==> config.mk <==
export PLATFORM = sky130hd
export DESIGN_NAME = lapt_timer
export DESIGN_NICKNAME = d
export VERILOG_FILES = /design/src/inc/lapt_pkg.sv /design/src/rtl/lapt_prescaler.sv /design/src/rtl/lapt_timer.sv
export SDC_FILE = /design/constraint.sdc
export NUM_CORES = 1
export LEC_CHECK = 0
export BUFFER_PORTS_ARGS = -buffer_cell sky130_fd_sc_hd__buf_4
export CORE_UTILIZATION = 45
export DETAILED_ROUTE_END_ITERATION = 16
export PLACE_DENSITY = 0.72
export SKIP_LAST_GASP = 1
export SLEW_MARGIN = 20
export SYNTH_ARGS = -nofsm -noshare
export SYNTH_HDL_FRONTEND = slang
export SYNTH_SLANG_ARGS = --single-unit
==> constraint.sdc <==
create_clock -name clock -period 6.8 [get_ports clock]
set_input_delay 0.34 -clock clock [delete_from_list [all_inputs] [get_ports clock]]
set_output_delay 0.34 -clock clock [all_outputs]
set_load 0.02 [all_outputs]
==> src/inc/lapt_pkg.sv <==
package lapt_pkg;

    // ------------------------------------------------------------------
    // Clock and time base
    // ------------------------------------------------------------------
    localparam int unsigned CORE_CLOCK_FREQUENCY = 20_000_000;
    localparam int unsigned US_PER_SECOND = 1_000_000;
    // Prescale divisor minus one, so that one count equals one microsecond.
    localparam logic [15:0] US_PRESCALE = 16'(CORE_CLOCK_FREQUENCY / US_PER_SECOND - 1);
    // The microsecond counter restarts after this many ticks.
    localparam logic [31:0] US_PERIOD = 32'(US_PER_SECOND);
    // The seconds counter wraps above this value.
    localparam logic [31:0] SEC_MAX = 32'hFFFFFFFF;
    localparam logic [15:0] SEC_PRESCALE = 16'h0000;

    // ------------------------------------------------------------------
    // Register offsets (byte addresses, one word each)
    // ------------------------------------------------------------------
    localparam logic [7:0] REG_CTRL = 8'h00;
    localparam logic [7:0] REG_PRESC = 8'h04;
    localparam logic [7:0] REG_RELOAD = 8'h08;
    localparam logic [7:0] REG_COUNT = 8'h0C;
    localparam logic [7:0] REG_SECONDS = 8'h10;
    localparam logic [7:0] REG_MICROS = 8'h14;
    localparam logic [7:0] REG_STATUS = 8'h18;
    localparam logic [7:0] REG_MASK = 8'h1C;

    // ------------------------------------------------------------------
    // Field positions and reset values
    // ------------------------------------------------------------------
    localparam int unsigned CTRL_ENABLE_BIT = 0;
    localparam int unsigned ST_TICK_BIT = 0;
    localparam int unsigned ST_SECOND_BIT = 1;
    localparam int unsigned ST_WIDTH = 2;
    localparam logic [15:0] PRESC_RESET = 16'h0000;
    localparam logic [15:0] RELOAD_RESET = 16'hFFFF;
    localparam logic [1:0] MASK_RESET = 2'h0;

    // Periodic timer state.
    typedef enum logic [1:0] {
        LAPT_IDLE = 2'b00,
        LAPT_LOAD = 2'b01,
        LAPT_RUN = 2'b10
    } lapt_state_e;

endpackage

==> src/rtl/lapt_prescaler.sv <==
`timescale 1ns/1ps

// Programmable divider: emits a one-cycle pulse every (divide + 1) enabled cycles.
module lapt_prescaler (
    // Clock and reset
    input wire logic clock,
    input wire logic rst,
    // Control
    input wire logic enable,
    input wire logic restart,
    input wire logic [15:0] divide,
    // Output
    output logic pulse
);

    logic [15:0] count_r;

    // Count up to the divisor and restart; restart realigns the phase.
    always_ff @(posedge clock or posedge rst) begin
        if (rst) begin
            count_r <= 16'h0000;
        end else if (restart || !enable) begin
            count_r <= 16'h0000;
        end else if (count_r >= divide) begin
            count_r <= 16'h0000;
        end else begin
            count_r <= count_r + 16'h0001;
        end
    end

    assign pulse = enable && !restart && (count_r >= divide);

endmodule

==> src/rtl/lapt_timer.sv <==
// Local design decisions: the placing of the registers and the Wishbone slave port.
`timescale 1ns/1ps

module lapt_timer (
    // Clock and reset
    input wire logic clock,
    input wire logic rst,
    // Wishbone slave
    input wire logic wb_cyc_i,
    input wire logic wb_stb_i,
    input wire logic wb_we_i,
    input wire logic [7:0] wb_adr_i,
    input wire logic [3:0] wb_sel_i,
    input wire logic [31:0] wb_dat_i,
    output logic [31:0] wb_dat_o,
    output logic wb_ack_o,
    // Events
    output logic measureTick,
    output logic irq
);

    // ------------------------------------------------------------------
    // Bus decode
    // ------------------------------------------------------------------
    logic ack_r;
    logic [31:0] rdata_r;
    logic access;
    logic wrStb;
    logic rdStb;

    // One-cycle answer; ack drops the cycle after it was given.
    assign access = wb_cyc_i && wb_stb_i && !ack_r;
    assign wrStb = access && wb_we_i;
    assign rdStb = access && !wb_we_i;
    assign wb_ack_o = ack_r;
    assign wb_dat_o = rdata_r;

    always_ff @(posedge clock or posedge rst) begin
        if (rst) begin
            ack_r <= 1'b0;
        end else begin
            ack_r <= access;
        end
    end

    // ------------------------------------------------------------------
    // Lifetime counter: microseconds and seconds
    // ------------------------------------------------------------------
    logic usTick;
    logic [31:0] micros_r;
    logic [31:0] seconds_r;
    logic [31:0] microsSnap_r;
    logic secTrigger;

    // Fixed prescaler turns the core clock into a microsecond enable.
    lapt_prescaler u_us_prescaler (
        .clock(clock),
        .rst(rst),
        .enable(1'b1),
        .restart(1'b0),
        .divide(lapt_pkg::US_PRESCALE),
        .pulse(usTick)
    );

    // Trigger fires on the tick that takes the counter back to zero.
    assign secTrigger = usTick && (micros_r == lapt_pkg::US_PERIOD - 32'h00000001);

    // Microsecond counter counts up and restarts after one second.
    always_ff @(posedge clock or posedge rst) begin
        if (rst) begin
            micros_r <= 32'h00000000;
        end else if (secTrigger) begin
            micros_r <= 32'h00000000;
        end else if (usTick) begin
            micros_r <= micros_r + 32'h00000001;
        end
    end

    // Seconds counter is a slave of the microsecond trigger; it wraps naturally.
    always_ff @(posedge clock or posedge rst) begin
        if (rst) begin
            seconds_r <= 32'h00000000;
        end else if (secTrigger) begin
            if (seconds_r == lapt_pkg::SEC_MAX) begin
                seconds_r <= 32'h00000000;
            end else begin
                seconds_r <= seconds_r + 32'h00000001;
            end
        end
    end

    // Reading seconds freezes the microseconds of that same cycle, so software
    // reads seconds first and then the snapshot; no wrap can split the pair.
    always_ff @(posedge clock or posedge rst) begin
        if (rst) begin
            microsSnap_r <= 32'h00000000;
        end else if (rdStb && wb_adr_i == lapt_pkg::REG_SECONDS) begin
            microsSnap_r <= micros_r;
        end
    end

    // ------------------------------------------------------------------
    // Control registers
    // ------------------------------------------------------------------
    logic enable_r;
    logic [15:0] presc_r;
    logic [15:0] reload_r;
    logic [1:0] mask_r;

    always_ff @(posedge clock or posedge rst) begin
        if (rst) begin
            enable_r <= 1'b0;
            presc_r <= lapt_pkg::PRESC_RESET;
            reload_r <= lapt_pkg::RELOAD_RESET;
            mask_r <= lapt_pkg::MASK_RESET;
        end else if (wrStb) begin
            case (wb_adr_i)
                lapt_pkg::REG_CTRL: begin
                    if (wb_sel_i[0]) begin
                        enable_r <= wb_dat_i[lapt_pkg::CTRL_ENABLE_BIT];
                    end
                end
                lapt_pkg::REG_PRESC: begin
                    if (wb_sel_i[0]) begin
                        presc_r[7:0] <= wb_dat_i[7:0];
                    end
                    if (wb_sel_i[1]) begin
                        presc_r[15:8] <= wb_dat_i[15:8];
                    end
                end
                lapt_pkg::REG_RELOAD: begin
                    if (wb_sel_i[0]) begin
                        reload_r[7:0] <= wb_dat_i[7:0];
                    end
                    if (wb_sel_i[1]) begin
                        reload_r[15:8] <= wb_dat_i[15:8];
                    end
                end
                lapt_pkg::REG_MASK: begin
                    if (wb_sel_i[0]) begin
                        mask_r <= wb_dat_i[1:0];
                    end
                end
                default: begin
                end
            endcase
        end
    end

    // ------------------------------------------------------------------
    // Periodic tick timer
    // ------------------------------------------------------------------
    lapt_pkg::lapt_state_e state_r;
    logic [15:0] count_r;
    logic [15:0] activePresc_r;
    logic [15:0] activeReload_r;
    logic pitTick;
    logic pitZero;

    // Settings are copied at activation, so writes while running take effect
    // only on the next enable; this keeps a running period stable.
    always_ff @(posedge clock or posedge rst) begin
        if (rst) begin
            state_r <= lapt_pkg::LAPT_IDLE;
            activePresc_r <= lapt_pkg::PRESC_RESET;
            activeReload_r <= lapt_pkg::RELOAD_RESET;
        end else begin
            case (state_r)
                lapt_pkg::LAPT_IDLE: begin
                    if (enable_r) begin
                        activePresc_r <= presc_r;
                        activeReload_r <= reload_r;
                        state_r <= lapt_pkg::LAPT_LOAD;
                    end
                end
                lapt_pkg::LAPT_LOAD: begin
                    state_r <= enable_r ? lapt_pkg::LAPT_RUN : lapt_pkg::LAPT_IDLE;
                end
                lapt_pkg::LAPT_RUN: begin
                    if (!enable_r) begin
                        state_r <= lapt_pkg::LAPT_IDLE;
                    end
                end
                default: begin
                    state_r <= lapt_pkg::LAPT_IDLE;
                end
            endcase
        end
    end

    lapt_prescaler u_pit_prescaler (
        .clock(clock),
        .rst(rst),
        .enable(state_r == lapt_pkg::LAPT_RUN),
        .restart(1'b0),
        .divide(activePresc_r),
        .pulse(pitTick)
    );

    assign pitZero = pitTick && (count_r == 16'h0000);

    // Down-counter: loads at activation, reloads after each zero.
    always_ff @(posedge clock or posedge rst) begin
        if (rst) begin
            count_r <= 16'h0000;
        end else if (state_r == lapt_pkg::LAPT_LOAD) begin
            count_r <= activeReload_r;
        end else if (pitZero) begin
            count_r <= activeReload_r;
        end else if (pitTick) begin
            count_r <= count_r - 16'h0001;
        end
    end

    assign measureTick = pitZero;

    // ------------------------------------------------------------------
    // Interrupt status, cleared by reading it; a new event wins.
    // ------------------------------------------------------------------
    logic [1:0] status_r;
    logic [1:0] events;

    assign events = {secTrigger, pitZero};

    always_ff @(posedge clock or posedge rst) begin
        if (rst) begin
            status_r <= 2'h0;
        end else if (rdStb && wb_adr_i == lapt_pkg::REG_STATUS) begin
            status_r <= events;
        end else begin
            status_r <= status_r | events;
        end
    end

    assign irq = |(status_r & mask_r);

    // ------------------------------------------------------------------
    // Read data; unmapped offsets read zero.
    // ------------------------------------------------------------------
    always_ff @(posedge clock or posedge rst) begin
        if (rst) begin
            rdata_r <= 32'h00000000;
        end else if (rdStb) begin
            case (wb_adr_i)
                lapt_pkg::REG_CTRL: rdata_r <= {31'h0, enable_r};
                lapt_pkg::REG_PRESC: rdata_r <= {16'h0000, presc_r};
                lapt_pkg::REG_RELOAD: rdata_r <= {16'h0000, reload_r};
                lapt_pkg::REG_COUNT: rdata_r <= {16'h0000, count_r};
                lapt_pkg::REG_SECONDS: rdata_r <= seconds_r;
                lapt_pkg::REG_MICROS: rdata_r <= microsSnap_r;
                lapt_pkg::REG_STATUS: rdata_r <= {30'h0, status_r};
                lapt_pkg::REG_MASK: rdata_r <= {30'h0, mask_r};
                default: rdata_r <= 32'h00000000;
            endcase
        end
    end

    // ------------------------------------------------------------------
    // Assertion helpers
    // ------------------------------------------------------------------
    // Gap counters stand in for long repetitions, which the property tools
    // would have to unroll; the assertions then compare a single value.
    logic [15:0] usGap_r;
    logic [15:0] pitGap_r;
    logic stRead;
    logic secRead;

    // Strobes of the two reads that have side effects.
    assign stRead = rdStb && wb_adr_i == lapt_pkg::REG_STATUS;
    assign secRead = rdStb && wb_adr_i == lapt_pkg::REG_SECONDS;

    // Cycles since the last microsecond tick.
    always_ff @(posedge clock or posedge rst) begin
        if (rst) begin
            usGap_r <= 16'h0000;
        end else if (usTick) begin
            usGap_r <= 16'h0000;
        end else begin
            usGap_r <= usGap_r + 16'h0001;
        end
    end

    // Cycles since the last periodic tick, counted only while running.
    always_ff @(posedge clock or posedge rst) begin
        if (rst) begin
            pitGap_r <= 16'h0000;
        end else if (state_r != lapt_pkg::LAPT_RUN || pitTick) begin
            pitGap_r <= 16'h0000;
        end else begin
            pitGap_r <= pitGap_r + 16'h0001;
        end
    end
endmodule

-- Word level (Yosys, flattened, before mapping)
Index checks and enable logic that the tools add are counted.
- eq/ne operators: 13
- multiplexer cells: 15
- magnitude comparators: 2
- reductions and logical operators: 25
- $add $sub $neg: 5
- bitwise operators: 2
- operator list (cell ; number):
    $pmux W32 S8 ; 1
    $mux W16 ; 6
    $mux W32 ; 3
    $add A32 B1 Y32 const B ; 2
    $add A16 B1 Y16 const B ; 2
    $eq A32 B20 Y1 const B ; 1
    $eq A32 B32 Y1 const B ; 1
    $eq A8 B5 Y1 const B ; 4
    $reduce_and A3 Y1 ; 6
    $eq A8 B4 Y1 const B ; 2
    $ge A16 B16 Y1 ; 1
    $ge A16 B5 Y1 const B ; 1
    $logic_not A16 Y1 ; 1
    $sub A16 B1 Y16 const B ; 1
    $logic_and A1 B1 Y1 ; 9
    $eq A8 B3 Y1 const B ; 1
    $logic_not A8 Y1 ; 1
    $mux W2 ; 4
    $pmux W2 S3 ; 1
    $ne A2 B2 Y1 const B ; 2
    $reduce_and A2 Y1 ; 2
    $reduce_bool A3 Y1 ; 1
    $and A2 B2 Y2 ; 1
    $eq A2 B1 Y1 const B ; 1
    6 further kinds ; 7
- word-level logic and storage cells: 80
- bits in registers: 248
- output and inout bits: 35

-- Depth between registers and ports, before layout
- depth after elaboration: 5
- depth in mapped cells: 9

-- By module
From an unflattened synthesis, not the netlist that was laid out.
- cells, all modules: 1155
- area total of the unflattened synthesis: 12751.0 um^2
- modules (own cells, without submodules) (module ; times used ; area an instance (um^2) ; cells an instance):
    lapt_timer ; 1 ; 10288.6 ; 879
    lapt_prescaler ; 2 ; 1231.2 ; 138

-- Worst setup path before layout
Ideal clock, no wire load.
- path type: flip-flop to output port
- from: register u_pit_prescaler.count_r[7]
- to: output port measureTick
- required time: 6.460 ns
- arrival: 2.061 ns
- buffers on the path: 1
- slack: 4.399 ns
- stages on the path, launching flop included: 8
- cells stage by stage: dfrtp_1 > ha_1 > a21oi_1 > o21ai_0 > a221oi_1 > a31o_2 > clkbuf_1 > nor2_1
- word-level cells in the longest chain between the ends: 3
- RTL lines (item ; RTL line ; text):
    start: declaration ; lapt_prescaler.sv:16 ; logic [15:0] count_r;
    start signal: assignment ; lapt_prescaler.sv:27 ; count_r <= count_r + 16'h0001;
    $ge A16 B16 Y1 ; lapt_prescaler.sv:31 ; assign pulse = enable && !restart && (count_r >= divide);
    $logic_and A1 B1 Y1 ; lapt_prescaler.sv:31 ;
    $logic_and A1 B1 Y1 ; lapt_timer.sv:200 ; assign pitZero = pitTick && (count_r == 16'h0000);
    end: declaration ; lapt_timer.sv:18 ; output logic measureTick,
No other way between the ends.

-- Final worst setup path
- from: register u_pit_prescaler.count_r[13]
- to: output port measureTick
Same word-level chain as after synthesis.

==> results.tsv <==
metric	value	unit
area_growth	14.9	%
initial_core_util	46.0	%
drt_wl_total	27400	microns
hpwl	19000	microns
rsz0062_at_grt	false	
track_usage	21.3	%
finalCritPeriodShare	50.2	%
cts_resized	0	
cp.arrival	3.07	ns
yosys.area_share.adder	2.27	%
setup_violations	0	
hold_viol	0	
cts.clk_slew.worst_paths	0.06	ns
p_per_area	251	mW/mm^2
synth.top_cells.by_area	dfrtp_1 (47%), mux2_2 (8.0%), dfstp_2 (7.3%)	
dr.pass1.iters	5	
post_cts_buffers	0	
antenna_cells	0	
clock_latency	0.54	ns
cts.sinks	248	
async_flop_share	100	%
synthXorXnorAreaFrac	4.31	%
ios	84	
layout.nets	1216	
die_area	0.0264	sq mm
place_area	0.0125	sq mm
drv_cap	0	
worst_setup_path_start_kind	flip-flop	
synthSimpleGateAreaFrac	16.0	%
cts_max_level	1	
core.rowCount	58	
cts_buffers	26	
muxShareOfSynthArea	8.43	%
die-height	162	microns
relSlewSlack	22.7	%
cts_root_buffer	clkbuf_16	
io_buffer_count	65	
fmax	0.293	GHz
grt_pass1_vias	8374	
syn_area	0.0116	sq mm
endpoint_kind	output port	
postCtsHoldBufs	1	
vias	8630	
power.total	3.34	mW
grt_max_degree	145	
ys_seq_area_share	53.9	%
drtAntennaViolNets	0	
synth_top_area_share	46.7	%
min_period	3.41	ns
nFillCells	2172	
yosys.area.top_type	dfrtp_1	
worstMarginPinSlew	1.15	ns
avgRoutedWirePerCell	18.3	microns
power.leakage	5.91	nW
cp_max_fo	15	
clockBufferDepth	3	
viasPerCell	5.77	
synthFlopType	dfrtp_1	
grt-ovfl-total	0	
antenna_found_initial	0	
synth_edf_count	0	
avgSynthCellArea	10.8	sq um
hold_class	in -> reg	
die_w	162	microns
mostFrequentLayoutCells	dfrtp_1 (216), nor2_1 (122), mux2_2 (82), nand2_1 (79), buf_4 (76)	
tritoncts	done	
status	complete, no violations	
fin_ws	3.39	ns
ys_warn_count	0	
coreArea	0.0252	sq mm
vdd_drop_max	0.190	mV
drive_above_1_share	22.5	%
synth_cell_types	68	
drc_errors	0	
critPathKind	reg -> out	
pre_cts_slack	3.69	ns
gp_congestion	0.890	
mostFrequentLayoutCell	dfrtp_1	
grt_pass1_wl	44700	microns
ys_ff_latch	248	
fin_area	0.0133	sq mm
drv_slew	0	
netlist_instances	1075	
cp.required	6.46	ns
synth_compound_area_share	12.2	%
setup-tns-final	0	ns
synth_top_family_by_area	simple AND/OR/NAND/NOR gates	
drt-initial-drc-count	813	
skew	0.0127	ns
-- report_power, final --
group	total, mW	internal, mW	switching (mW)	leakage [nW]
Sequential	1.61	1.55	0.0648	3.23
Clock	1.36	0.783	0.577	0.407
Combinational	0.372	0.148	0.223	2.27
-- flip-flops by register name (all words and copies together), names as in the netlist --
| signal | flops |
|---|---|
| u_us_prescaler.count_r | 16 |
| wb_dat_o | 32 |
| activePresc_r | 16 |
| reload_r | 16 |
| wb_ack_o | 1 |
| presc_r | 16 |
| micros_r | 32 |
| microsSnap_r | 32 |
| activeReload_r | 16 |
| state_r | 2 |
| u_pit_prescaler.count_r | 16 |
| status_r | 2 |
| enable_r | 1 |
| count_r | 16 |
| seconds_r | 32 |
| mask_r | 2 |
-- worst max-delay path, cell delays in order (launching register included) --
cell,delay (ns)
dfrtp_1,0.43
ha_1,0.32
nand4_1,0.17
nor3_1,0.39
nand3_1,0.26
a31o_2,0.43
nor2_1,0.32
buf_4,0.21
-- synthesized netlist by cell type (3+ instances only) --
library cell,instances
a211o_1,3
a21o_1,3
a21oi_1,32
a221oi_1,5
a222oi_1,13
a22oi_1,32
a31oi_1,20
and2_1,8
and3_1,20
and4_1,4
buf_2,3
clkbuf_1,39
dfrtp_1,216
dfstp_2,32
ha_1,21
inv_1,39
mux2_2,82
mux2i_1,3
nand2_1,79
nand2b_1,8
nand3_1,38
nand4_1,25
nor2_1,123
nor2b_1,5
nor3_1,21
nor3_2,5
nor4_1,12
nor4b_1,3
o21ai_0,51
o221a_2,5
o221ai_1,3
o31ai_1,14
or2_2,4
or3_1,4
or4_1,4
xnor2_1,24
xor2_1,33
-- layer usage --
| layer | global-route usage, % | vias up | wire length [microns] |
|---|---|---|---|
| met5 | 0 | - | 0 |
| met4 | 6.35 | 0 | 586 |
| met3 | 3.26 | 43 | 1890 |
| met2 | 33.9 | 274 | 12600 |
| met1 | 30.1 | 4296 | 12300 |
| li1 | - | 4017 | - |
-- logic make-up (layout without fill, tap and decap cells) --
group	after synthesis	in the layout
and+or+nand+nor	373	373
other	1	11
AOI/OAI and AO/OA	205	205
buffers and inverters	84	165
adders and majority gates	21	21
muxes	86	86
xor gates and xnor gates	57	57
DFF	248	248
-- layout make-up --
cell class              instances  area [sq um]  share of cell area [%]
well taps                     330           413                    3.10
flip-flops and latches        248          6250                    46.9
clock inverters                 7          48.8                   0.367
repair buffers                 78           601                    4.51
inverters                      39           150                    1.13
clock buffers                  41           777                    5.84
multi-input cells             753          5070                    38.1
-- path summary, 6_finish.rpt --
kind | startpoint | to | slack [ns] | depth (start not counted)
min in group asynchronous | rst | wb_dat_o[5] | 0.53 | 4
hold / removal | wb_dat_i[2] | presc_r[2] | 0.05 | 2
setup reg to reg | u_pit_prescaler.count_r[13] | count_r[9] | 3.57 | 7
setup / recovery | u_pit_prescaler.count_r[13] | measureTick | 3.39 | 7
max in group asynchronous | rst | micros_r[30] | 5.11 | 5
hold reg to reg | u_us_prescaler.count_r[0] | u_us_prescaler.count_r[0] | 0.46 | 1
-- through the flow --
step / utilization (%) / instances / hold WS [ns]
2_1_floorplan: - / 1085 / 0.433
3_3_place_gp: 49.5 / 1447 / 0.447
3_5_place_dp: 49.5 / 1447 / 0.455
4_1_cts: 52.8 / 1496 / 0.0322
5_1_grt: 52.8 / 1496 / 0.0438
6_report: 52.8 / 1496 / 0.0493
(Power assumes the default switching activity.)
